<file path="src/core/ohis_pkg.sv">
package ohis_pkg;

  // ----------------------------------------------------------------
  // register map
  // ----------------------------------------------------------------
  localparam int REG_W = 32;
  localparam int ADDR_W = 8;
  localparam logic [ADDR_W-1:0] OFS_EVENT_FLAGS = 8'h0C;
  localparam logic [REG_W-1:0] EVENT_FLAGS_RESET = 32'h0000_0000;

  // ----------------------------------------------------------------
  // field positions, shared by the flag register and the mask input
  // ----------------------------------------------------------------
  localparam int BIT_OVERRUN = 0;
  localparam int BIT_DONE_HEAD = 1;
  localparam int BIT_FRAME_START = 2;
  localparam int BIT_RESUME = 3;
  localparam int BIT_FATAL = 4;
  localparam int BIT_FRAME_OVF = 5;
  localparam int BIT_ROOT_HUB = 6;
  localparam int BIT_OWNERSHIP = 30;
  localparam int BIT_MASTER_EN = 31;

  localparam int NUM_EVENTS = 8;
  localparam int EVENT_POS [NUM_EVENTS] = '{0, 1, 2, 3, 4, 5, 6, 30};

  // ----------------------------------------------------------------
  // overrun counter and bit-15 of the frame counter
  // ----------------------------------------------------------------
  localparam int OVERRUN_CNT_W = 2;
  localparam logic [OVERRUN_CNT_W-1:0] OVERRUN_CNT_RESET = 2'h0;
  localparam logic [OVERRUN_CNT_W-1:0] OVERRUN_CNT_STEP = 2'h1;
  localparam int FRAME_MSB = 15;

  // ----------------------------------------------------------------
  // carriers
  // ----------------------------------------------------------------
  typedef struct packed {
    logic sel;
    logic wr;
    logic [ADDR_W-1:0] addr;
    logic [3:0] be;
    logic [REG_W-1:0] wdata;
  } ohis_reg_req_t;

  typedef struct packed {
    logic ack;
    logic [REG_W-1:0] rdata;
  } ohis_reg_rsp_t;

  typedef struct packed {
    logic ownership_request_bit;
    logic root_hub_changed;
    logic frame_msb;
    logic shared_frame_updated;
    logic sys_error;
    logic sched_overrun;
    logic sof_issued;
    logic done_head_written;
  } ohis_core_evt_t;

  typedef enum logic [1:0] {
    ERR_RUN = 2'b01,
    ERR_HALT = 2'b10
  } ohis_err_state_t;

endpackage

</file>
<file path="src/core/ohis_event_flags.sv">
`timescale 1ns/1ns
`default_nettype none
module ohis_event_flags
  import ohis_pkg::*;
#(
  parameter bit SMI_PRESENT = 1'b1
) (
  input wire logic clk_sys,
  input wire logic reset,
  input wire ohis_reg_req_t reg_req,
  output ohis_reg_rsp_t reg_rsp,
  input wire logic [REG_W-1:0] interrupt_mask_register,
  input wire ohis_core_evt_t core_evt,
  input wire logic resume_line,
  input wire logic resume_functional_state,
  input wire logic sys_error_active,
  output logic host_irq,
  output logic system_mgmt_irq_pin_n,
  output logic processing_halt,
  output logic done_head_write_hold,
  output logic [OVERRUN_CNT_W-1:0] overrun_count,
  output logic [REG_W-1:0] interrupt_event_flags
);

  // ----------------------------------------------------------------
  // elaboration checks
  // ----------------------------------------------------------------
  if (EVENT_POS[NUM_EVENTS-1] != BIT_OWNERSHIP) begin : g_bad_map
    $error("ownership flag must be the last event slot");
  end

  // ----------------------------------------------------------------
  // decoding helpers
  // ----------------------------------------------------------------
  function automatic logic [REG_W-1:0] lane_mask(input logic [3:0] be);
    logic [REG_W-1:0] m;
    m = '0;
    for (int i = 0; i < 4; i++) begin
      m[i*8 +: 8] = {8{be[i]}};
    end
    return m;
  endfunction

  function automatic logic hits_flags(input ohis_reg_req_t r);
    return r.sel && (r.addr == OFS_EVENT_FLAGS);
  endfunction

  // ----------------------------------------------------------------
  // resume line synchroniser
  // ----------------------------------------------------------------
  logic resume_meta_r;
  logic resume_sync_r;
  logic resume_prev_r;

  always_ff @(posedge clk_sys or posedge reset) begin
    if (reset) begin
      resume_meta_r <= 1'b0;
      resume_sync_r <= 1'b0;
      resume_prev_r <= 1'b0;
    end else begin
      resume_meta_r <= resume_line;
      resume_sync_r <= resume_meta_r;
      resume_prev_r <= resume_sync_r;
    end
  end

  // ----------------------------------------------------------------
  // edge history of core levels
  // ----------------------------------------------------------------
  logic own_req_prev_r;
  logic frame_msb_prev_r;
  logic ovf_pending_r;
  logic ovf_pending_nxt;
  logic overrun_pending_r;
  logic overrun_pending_nxt;

  wire own_req_rise = core_evt.ownership_request_bit & ~own_req_prev_r;
  wire frame_msb_toggle = core_evt.frame_msb ^ frame_msb_prev_r;
  wire frame_upd = core_evt.shared_frame_updated;

  // a toggle or overrun seen in the update cycle itself sets at once
  assign ovf_pending_nxt = (ovf_pending_r | frame_msb_toggle) & ~frame_upd;
  assign overrun_pending_nxt = (overrun_pending_r | core_evt.sched_overrun) & ~frame_upd;

  always_ff @(posedge clk_sys or posedge reset) begin
    if (reset) begin
      own_req_prev_r <= 1'b0;
      frame_msb_prev_r <= 1'b0;
      ovf_pending_r <= 1'b0;
      overrun_pending_r <= 1'b0;
    end else begin
      own_req_prev_r <= core_evt.ownership_request_bit;
      frame_msb_prev_r <= core_evt.frame_msb;
      ovf_pending_r <= ovf_pending_nxt;
      overrun_pending_r <= overrun_pending_nxt;
    end
  end

  // ----------------------------------------------------------------
  // event set terms
  // ----------------------------------------------------------------
  logic [NUM_EVENTS-1:0] set_vec;
  logic [NUM_EVENTS-1:0] clr_vec;
  logic [NUM_EVENTS-1:0] zero_vec;
  logic [NUM_EVENTS-1:0] flag_vec;

  assign set_vec[0] = frame_upd & (overrun_pending_r | core_evt.sched_overrun);
  assign set_vec[1] = core_evt.done_head_written;
  assign set_vec[2] = core_evt.sof_issued;
  assign set_vec[3] = resume_sync_r & ~resume_prev_r & ~resume_functional_state;
  assign set_vec[4] = core_evt.sys_error;
  assign set_vec[5] = frame_upd & (ovf_pending_r | frame_msb_toggle);
  assign set_vec[6] = core_evt.root_hub_changed;
  assign set_vec[7] = own_req_rise;

  // ----------------------------------------------------------------
  // software write-one-to-clear
  // ----------------------------------------------------------------
  wire flags_write = hits_flags(reg_req) && reg_req.wr;
  wire [REG_W-1:0] clear_bits = flags_write ? (reg_req.wdata & lane_mask(reg_req.be)) : '0;

  // ----------------------------------------------------------------
  // sticky flag cells
  // ----------------------------------------------------------------
  for (genvar g = 0; g < NUM_EVENTS; g++) begin : g_flag
    assign clr_vec[g] = clear_bits[EVENT_POS[g]];
    assign zero_vec[g] = (EVENT_POS[g] == BIT_OWNERSHIP) && !SMI_PRESENT;
    ohis_flag_cell u_cell (
      .clk_sys(clk_sys),
      .reset(reset),
      .set_evt(set_vec[g]),
      .clear_req(clr_vec[g]),
      .keep_zero(zero_vec[g]),
      .flag(flag_vec[g])
    );
  end

  // reserved positions are never stored, so they read zero
  logic [REG_W-1:0] flags_word;
  always_comb begin
    flags_word = EVENT_FLAGS_RESET;
    for (int i = 0; i < NUM_EVENTS; i++) begin
      flags_word[EVENT_POS[i]] = flag_vec[i];
    end
  end

  // ----------------------------------------------------------------
  // interrupt request logic
  // ----------------------------------------------------------------
  wire master_on = interrupt_mask_register[BIT_MASTER_EN];
  wire [REG_W-1:0] host_pending = flags_word & interrupt_mask_register;
  // ownership goes to the management pin, not to the host interrupt
  wire host_src = |(host_pending[BIT_ROOT_HUB:BIT_OVERRUN]);
  wire host_irq_nxt = master_on & host_src;
  wire smi_nxt = host_pending[BIT_OWNERSHIP] && SMI_PRESENT;

  // ----------------------------------------------------------------
  // overrun counter
  // ----------------------------------------------------------------
  logic [OVERRUN_CNT_W-1:0] overrun_cnt_r;
  wire [OVERRUN_CNT_W-1:0] overrun_cnt_nxt = core_evt.sched_overrun ?
    OVERRUN_CNT_W'(overrun_cnt_r + OVERRUN_CNT_STEP) : overrun_cnt_r;

  // ----------------------------------------------------------------
  // fatal error halt machine
  // ----------------------------------------------------------------
  ohis_err_state_t err_state_r;
  ohis_err_state_t err_state_nxt;

  always_comb begin
    err_state_nxt = err_state_r;
    case (err_state_r)
      ERR_RUN: begin
        if (core_evt.sys_error) begin
          err_state_nxt = ERR_HALT;
        end
      end
      ERR_HALT: begin
        if (!sys_error_active && !core_evt.sys_error) begin
          err_state_nxt = ERR_RUN;
        end
      end
      default: begin
        err_state_nxt = ERR_HALT;
      end
    endcase
  end

  wire halt_nxt = (err_state_nxt == ERR_HALT);

  // ----------------------------------------------------------------
  // register read port
  // ----------------------------------------------------------------
  // reads return the flags as they stand before this cycle's update
  wire [REG_W-1:0] rdata_nxt = hits_flags(reg_req) ? flags_word : '0;
  ohis_reg_rsp_t rsp_nxt;
  assign rsp_nxt.ack = reg_req.sel;
  assign rsp_nxt.rdata = (reg_req.sel && !reg_req.wr) ? rdata_nxt : '0;

  // ----------------------------------------------------------------
  // output flops
  // ----------------------------------------------------------------
  always_ff @(posedge clk_sys or posedge reset) begin
    if (reset) begin
      err_state_r <= ERR_RUN;
      overrun_cnt_r <= OVERRUN_CNT_RESET;
      host_irq <= 1'b0;
      system_mgmt_irq_pin_n <= 1'b1;
      processing_halt <= 1'b0;
      reg_rsp <= '0;
    end else begin
      err_state_r <= err_state_nxt;
      overrun_cnt_r <= overrun_cnt_nxt;
      host_irq <= host_irq_nxt;
      system_mgmt_irq_pin_n <= ~smi_nxt;
      processing_halt <= halt_nxt;
      reg_rsp <= rsp_nxt;
    end
  end

  assign overrun_count = overrun_cnt_r;

  assign done_head_write_hold = flag_vec[1];
  assign interrupt_event_flags = flags_word;

endmodule
`default_nettype wire

</file>
<file path="src/core/ohis_flag_cell.sv">
`timescale 1ns/1ns
`default_nettype none
module ohis_flag_cell (
  input wire logic clk_sys,
  input wire logic reset,
  input wire logic set_evt,
  input wire logic clear_req,
  input wire logic keep_zero,
  output logic flag
);

  // set beats clear so an event in the clearing cycle survives
  always_ff @(posedge clk_sys or posedge reset) begin
    if (reset) begin
      flag <= 1'b0;
    end else if (keep_zero) begin
      flag <= 1'b0;
    end else begin
      flag <= (flag & ~clear_req) | set_evt;
    end
  end

endmodule
`default_nettype wire

</file>
<file path="config.mk">
export PLATFORM = sky130hd
export DESIGN_NAME = ohis_event_flags
export DESIGN_NICKNAME = d
export VERILOG_FILES = /design/src/core/ohis_pkg.sv /design/src/core/ohis_event_flags.sv /design/src/core/ohis_flag_cell.sv
export SDC_FILE = /design/constraint.sdc
export NUM_CORES = 1
export LEC_CHECK = 0
export BUFFER_PORTS_ARGS = -buffer_cell sky130_fd_sc_hd__buf_2
export CORE_ASPECT_RATIO = 1.1
export CORE_MARGIN = 4
export CORE_UTILIZATION = 36
export DETAILED_ROUTE_END_ITERATION = 10
export PLACE_DENSITY = 0.8
export REMOVE_ABC_BUFFERS = 1
export SLEW_MARGIN = 25
export SYNTH_ARGS = -nofsm -noshare
export SYNTH_HDL_FRONTEND = slang
export SYNTH_SLANG_ARGS = --single-unit
</file>
<file path="constraint.sdc">
create_clock -name clk_sys -period 1.8 [get_ports clk_sys]
set_input_delay 0.09 -clock clk_sys [delete_from_list [all_inputs] [get_ports clk_sys]]
set_output_delay 0.09 -clock clk_sys [all_outputs]
set_load 0.05 [all_outputs]
</file>
== Word-level counts from Yosys, hierarchy flattened ==
Cells that the tools add are included.

* Register bits: 54
* Latch bits: 0
* Memory bits (writable): 0
* Bits in read-only memories: 0
* Input port bits: 91
* Output and inout bits: 71
* Logic and storage cells: 83
* Memories kept: 0

* Add/sub/neg operators: 1
* $mul: 0
* Divide/modulo/power cells: 0
* Order comparisons: 0
* Equality and inequality tests: 4
* Shifts and indexed selects: 0
* Mux-type cells: 6
* Bitwise logic cells: 42
* Reductions and logical operators: 8

{| class="wikitable"
|+ Operator list
! cell !! number
|-
| 31-bit two-way mux || 3
|-
| 31-bit AND || 2
|-
| 1-bit AND || 16
|-
| 1-bit inverter || 13
|-
| 1-bit bitwise OR || 10
|-
| 8-bit by 4-bit == test with 1-bit output (second input constant) || 1
|-
| 7-bit OR reduction || 1
|-
| 2-bit == test (second input constant) || 2
|-
| 1-bit logical AND || 4
|-
| 2-bit two-way mux || 2
|-
| 2-bit case mux with 2 select lines || 1
|-
| 1-bit zero test || 3
|-
| 2-bit by 1-bit adder with 2-bit output (second input constant) || 1
|-
| 2-bit by 1-bit == test with 1-bit output (second input constant) || 1
|-
| 1-bit bitwise XOR || 1
|}

== Depth between registers and ports, before layout ==
* Depth after elaboration: 7
* Mapped depth: 5
* Depth with buffers taken out: 5

== Hierarchy ==
Synthesis repeated with hierarchy kept, for this count alone.

* Cell total of the unflattened synthesis: 169
* Area, all modules: 1730.4 um2

{| class="wikitable"
|+ By module, submodules not included
! module !! instances !! cells each !! area each (um2)
|-
| ohis_event_flags || 1 || 129 || 1350.0
|-
| ohis_flag_cell || 8 || 5 || 47.5
|}

== Least setup slack after synthesis ==
No wires, ideal clock.

* Path type: in2reg
* Start: input port reg_req[37] (netlist name)
* End: register g_flag[1].u_cell.flag
* Library setup time: 0.137 ns
* Data arrival time: 1.232 ns
* Data required time: 1.663 ns
* Path slack: 0.431 ns
* Stages on the path: 4
* Path through: or4_1 buf_2 nor4_4 a31oi_1

* Longest elaborated chain between the ends: 7

{| class="wikitable"
|+ RTL lines
! element !! line !! source
|-
| start: declaration || ohis_event_flags.sv:10 || <nowiki>input wire ohis_reg_req_t reg_req,</nowiki>
|-
| 8-bit by 4-bit == test with 1-bit output || ohis_event_flags.sv:45 || <nowiki>return r.sel && (r.addr == OFS_EVENT_FLAGS);</nowiki>
|-
| 1-bit logical AND || ohis_event_flags.sv:45 ||
|-
| 1-bit logical AND || ohis_event_flags.sv:119 || <nowiki>wire flags_write = hits_flags(reg_req) && reg_req.wr;</nowiki>
|-
| 31-bit two-way mux || ohis_event_flags.sv:120 || <nowiki>wire [REG_W-1:0] clear_bits = flags_write ? (reg_req.wdata & lane_mask(reg_req.be)) : '0;</nowiki>
|-
| 1-bit inverter || ohis_flag_cell.sv:19 || <nowiki>flag <= (flag & ~clear_req) | set_evt;</nowiki>
|-
| 1-bit AND || ohis_flag_cell.sv:19 ||
|-
| 1-bit bitwise OR || ohis_flag_cell.sv:19 ||
|-
| end signal: assignment || ohis_flag_cell.sv:19 ||
|-
| end: declaration || ohis_flag_cell.sv:9 || <nowiki>output logic flag</nowiki>
|}

No other way between the ends.
A chain may end at the register's enable or synchronous reset.

== Final worst setup path ==
* Start: register err_state_r[0]
* End: register processing_halt

* Longest elaborated chain between the ends: 3
* Elaborated cells on any way between the ends: 6

{| class="wikitable"
|+ RTL lines
! element !! line !! source
|-
| start: declaration || ohis_event_flags.sv:167 || <nowiki>ohis_err_state_t err_state_r;</nowiki>
|-
| start signal: assignment || ohis_event_flags.sv:212 || <nowiki>err_state_r <= err_state_nxt;</nowiki>
|-
| 2-bit == test, or another cell as far along || ohis_event_flags.sv:172 || <nowiki>case (err_state_r)</nowiki>
|-
| 2-bit case mux with 2 select lines (*) || ohis_event_flags.sv:172 ||
|-
| 2-bit == test (*) || ohis_event_flags.sv:189 || <nowiki>wire halt_nxt = (err_state_nxt == ERR_HALT);</nowiki>
|-
| named net halt_nxt || ohis_event_flags.sv:189 ||
|-
| end signal: assignment || ohis_event_flags.sv:216 || <nowiki>processing_halt <= halt_nxt;</nowiki>
|-
| end: declaration || ohis_event_flags.sv:19 || <nowiki>output logic processing_halt,</nowiki>
|}

Mark *: on every way through the listed nets, which the timed path passes. The rest lies on a longest branch.

==> results.cfg <==
[run]
max_cap_viol = 0

[clocking]
clock_path_buffers = 2
h-tree-depth = 2
clock_sinks = 31
tritoncts = done
number_of_buffers_created_by_cts = 5
clockRootBuffer = clkbuf_8
worst_setup_hold_path_clk_slew_ps = 60
insertion_delay_ps = 280

[finish]
num_antenna_cells = 0
area.sequential_sq_um = 778
area_growth_syn_to_layout_pct = 22.7
drive_above_1_share_pct = 33.8
fillCellCount = 437
combined_area_of_the_multi_input_logic_cells_sq_um = 561
design.final.nets = 329

[outcome]
run_status = finished clean

[global_routing]
grt_max_degree = 32
initial_antenna_violation_count = 0
gr-total-overflow = 0
grt_use_total_pct = 11.5
grt_first_pass_wirelength_um = 4980
number_of_global_route_vias_before_repair = 1151

[floorplanning]
floorplan.die.height_um = 78.8
floorplan.rows = 25
chipWidth_um = 72.4
floorplan.die_area_sq_um = 5700
core_area_sq_um = 4350
initial_utilization_pct = 37.7
io_pins = 162

[sta]
final_hold_viol_count = 0
fin_skew_ps = 6.37
period_utilization_post_route_pct = 81.2
rsz0062_at_grt = no
setup-violations-final = 0
max_freq_mhz = 684
min_period_ps = 1460
finalSetupTns_ps = 0
slew_viols_final = 0

[routing]
drt_drc_violations_left = 0
drt.antenna.violating_nets = 0
firstDrtPassIters = 4
drt-wirelength-per-cell_um = 11.1
finalWirelength_um = 3220
dr.first_iter.drc_count = 31
detail_route.vias_per_cell = 4.09
vias = 1191

[worst_setup_path]
worst_r2r_path_depth = 5
setup.worst_path.end_class = flop
worst_setup_path_start_kind = flop
critical_path_arrival_ps = 1670
r2r_end = processing_halt
critPathRequiredTime_ps = 2010
critical_path_class = flop to flop
timing.reg2reg.setup_slack_ps = 340
crit_fanout = 4
crit-reg2reg-launch = err_state_r[0]

[yosys]
netlist_instances = 163
netlist_top_cells_count = 56 x buf_4, 29 x dfrtp_1, 13 x inv_1
ys_warn_count = 0
synthDominantCellAreaShare_pct = 44.2
synth-seq-cells = 31
yosys-top-cells-area = dfrtp_1 44%, buf_4 26%, dfstp_2 3.2%, inv_1 3.0%, nor2_1 2.1%
synth_cell_type_count = 32
synthMostInstantiatedCell = buf_4
synth_top_cell_by_area = dfrtp_1
post_synth.cell_area_avg_sq_um = 10.1
synth-edff-count = 0
ys_dominant_reg_cell = dfrtp_1
synth_async_sr_flop_share_pct = 100
mappedNetlistArea_sq_um = 1640
yosysSeqAreaShare_pct = 47.4

[pwr]
total_power_uw = 2160
worst_ir_drop_vdd_uv = 466
p_leak_uw = 0.00109
power.density_cell_area_nw_per_um2 = 1070

[placed_design]
final_weighted_congestion_in_routability_driven_placement = 0.733
dp.final_hpwl_um = 2560
port-buffer-count = 64

[min_path]
worstHoldStart = interrupt_mask_register[31]
worstHoldPathType = primary input to flop
timing.hold.worst_path_depth = 3
worst_hold_endpoint = host_irq
-- placed cells by master, fill, tap and decap left out, drive strengths merged, types with 2 or more instances in the layout --
master and count:
nand2 4, or2 2, nor4 6, and2 5, clkinv 2, a22oi 2, xor2 2, buf 66
dfstp 2, a21oi 3, nand3 2, nor2 9, dlygate4sd3 11, ha 2, o21ai 6, inv 13
dfrtp 29, clkbuf 5, a31oi 5, conb 48
-- report_power, final --
group | switching, uW | internal, uW | leakage, uW
clock network | 255 | 411 | 0.0000581
logic | 497 | 179 | 0.000676
registers | 45.4 | 775 | 0.000355
total | 797 | 1370 | 0.00109
-- sequential cells by signal, summed over array words and instances, names as in the netlist, 2 cells and up --
name	cells
err_state_r	2
overrun_count	2
reg_rsp	9
g_flag.u_cell.flag	8
-- through the flow --
stage          instances  hold WS [ps]  instance area, sq um  utilization [%]  worst slack, ps
2_1_floorplan        152           121                  1390                -              406
3_3_place_gp         272           183                  1790             41.2              225
3_5_place_dp         272           190                  1790             41.2              211
4_1_cts              291          12.0                  2010             46.3              352
5_1_grt              291          7.45                  2010             46.3              271
6_report             291          20.7                  2010             46.3              339
-- routing by layer --
metal / share of wire, % / track usage [%] / wire, um
met1: 37 / 13.1 / 1200
met2: 49 / 18.9 / 1580
met3: 13 / 4.05 / 407
met4: 1.3 / 5.64 / 41
met5: 0 / 0 / 0
-- worst max-delay path by stage --
stage,endpoint,from,slack (ps),cells after the start
after global placement,g_flag[5].u_cell.flag,reg_req[37],230,5
after CTS,processing_halt,err_state_r[0],350,5
final,processing_halt,err_state_r[0],340,5
after global routing,processing_halt,err_state_r[0],270,5
after floorplan,g_flag[1].u_cell.flag,reg_req[37],410,3
after detailed placement,g_flag[5].u_cell.flag,reg_req[37],210,5
-- timing repair --
action | in CTS | in global routing
gates resized for setup | 0 | 0
hold buffers | 11 | 0
endpoints found under the hold margin | 39 | 0
setup buffers | 0 | 0
-- worst max-delay path: stages, from the launching register on --
cell	delay [ps]
dfstp_2	550
inv_1	50
ha_1	210
nor2b_1	130
o21ai_0	260
a31o_2	200
-- logic make-up after synthesis --
logic type,Yosys count,share of synthesized area [%]
buf+inv,71,29.1
simple gates,33,11.5
flops,31,47.4
compound gates,22,8.54
xor+xnor,3,1.60
fa+ha+maj,2,1.53
other cells,1,0.229
-- final cells by class --
class	instances	share of cell area [%]
clock buffer	5	3.42
clock inverter	3	2.18
inverter	13	2.42
multi-input combinational	108	27.8
sequential	31	38.7
tap	54	3.36
timing repair buffer	77	22.1
Note: power is estimated with default switching activity, not from simulation.
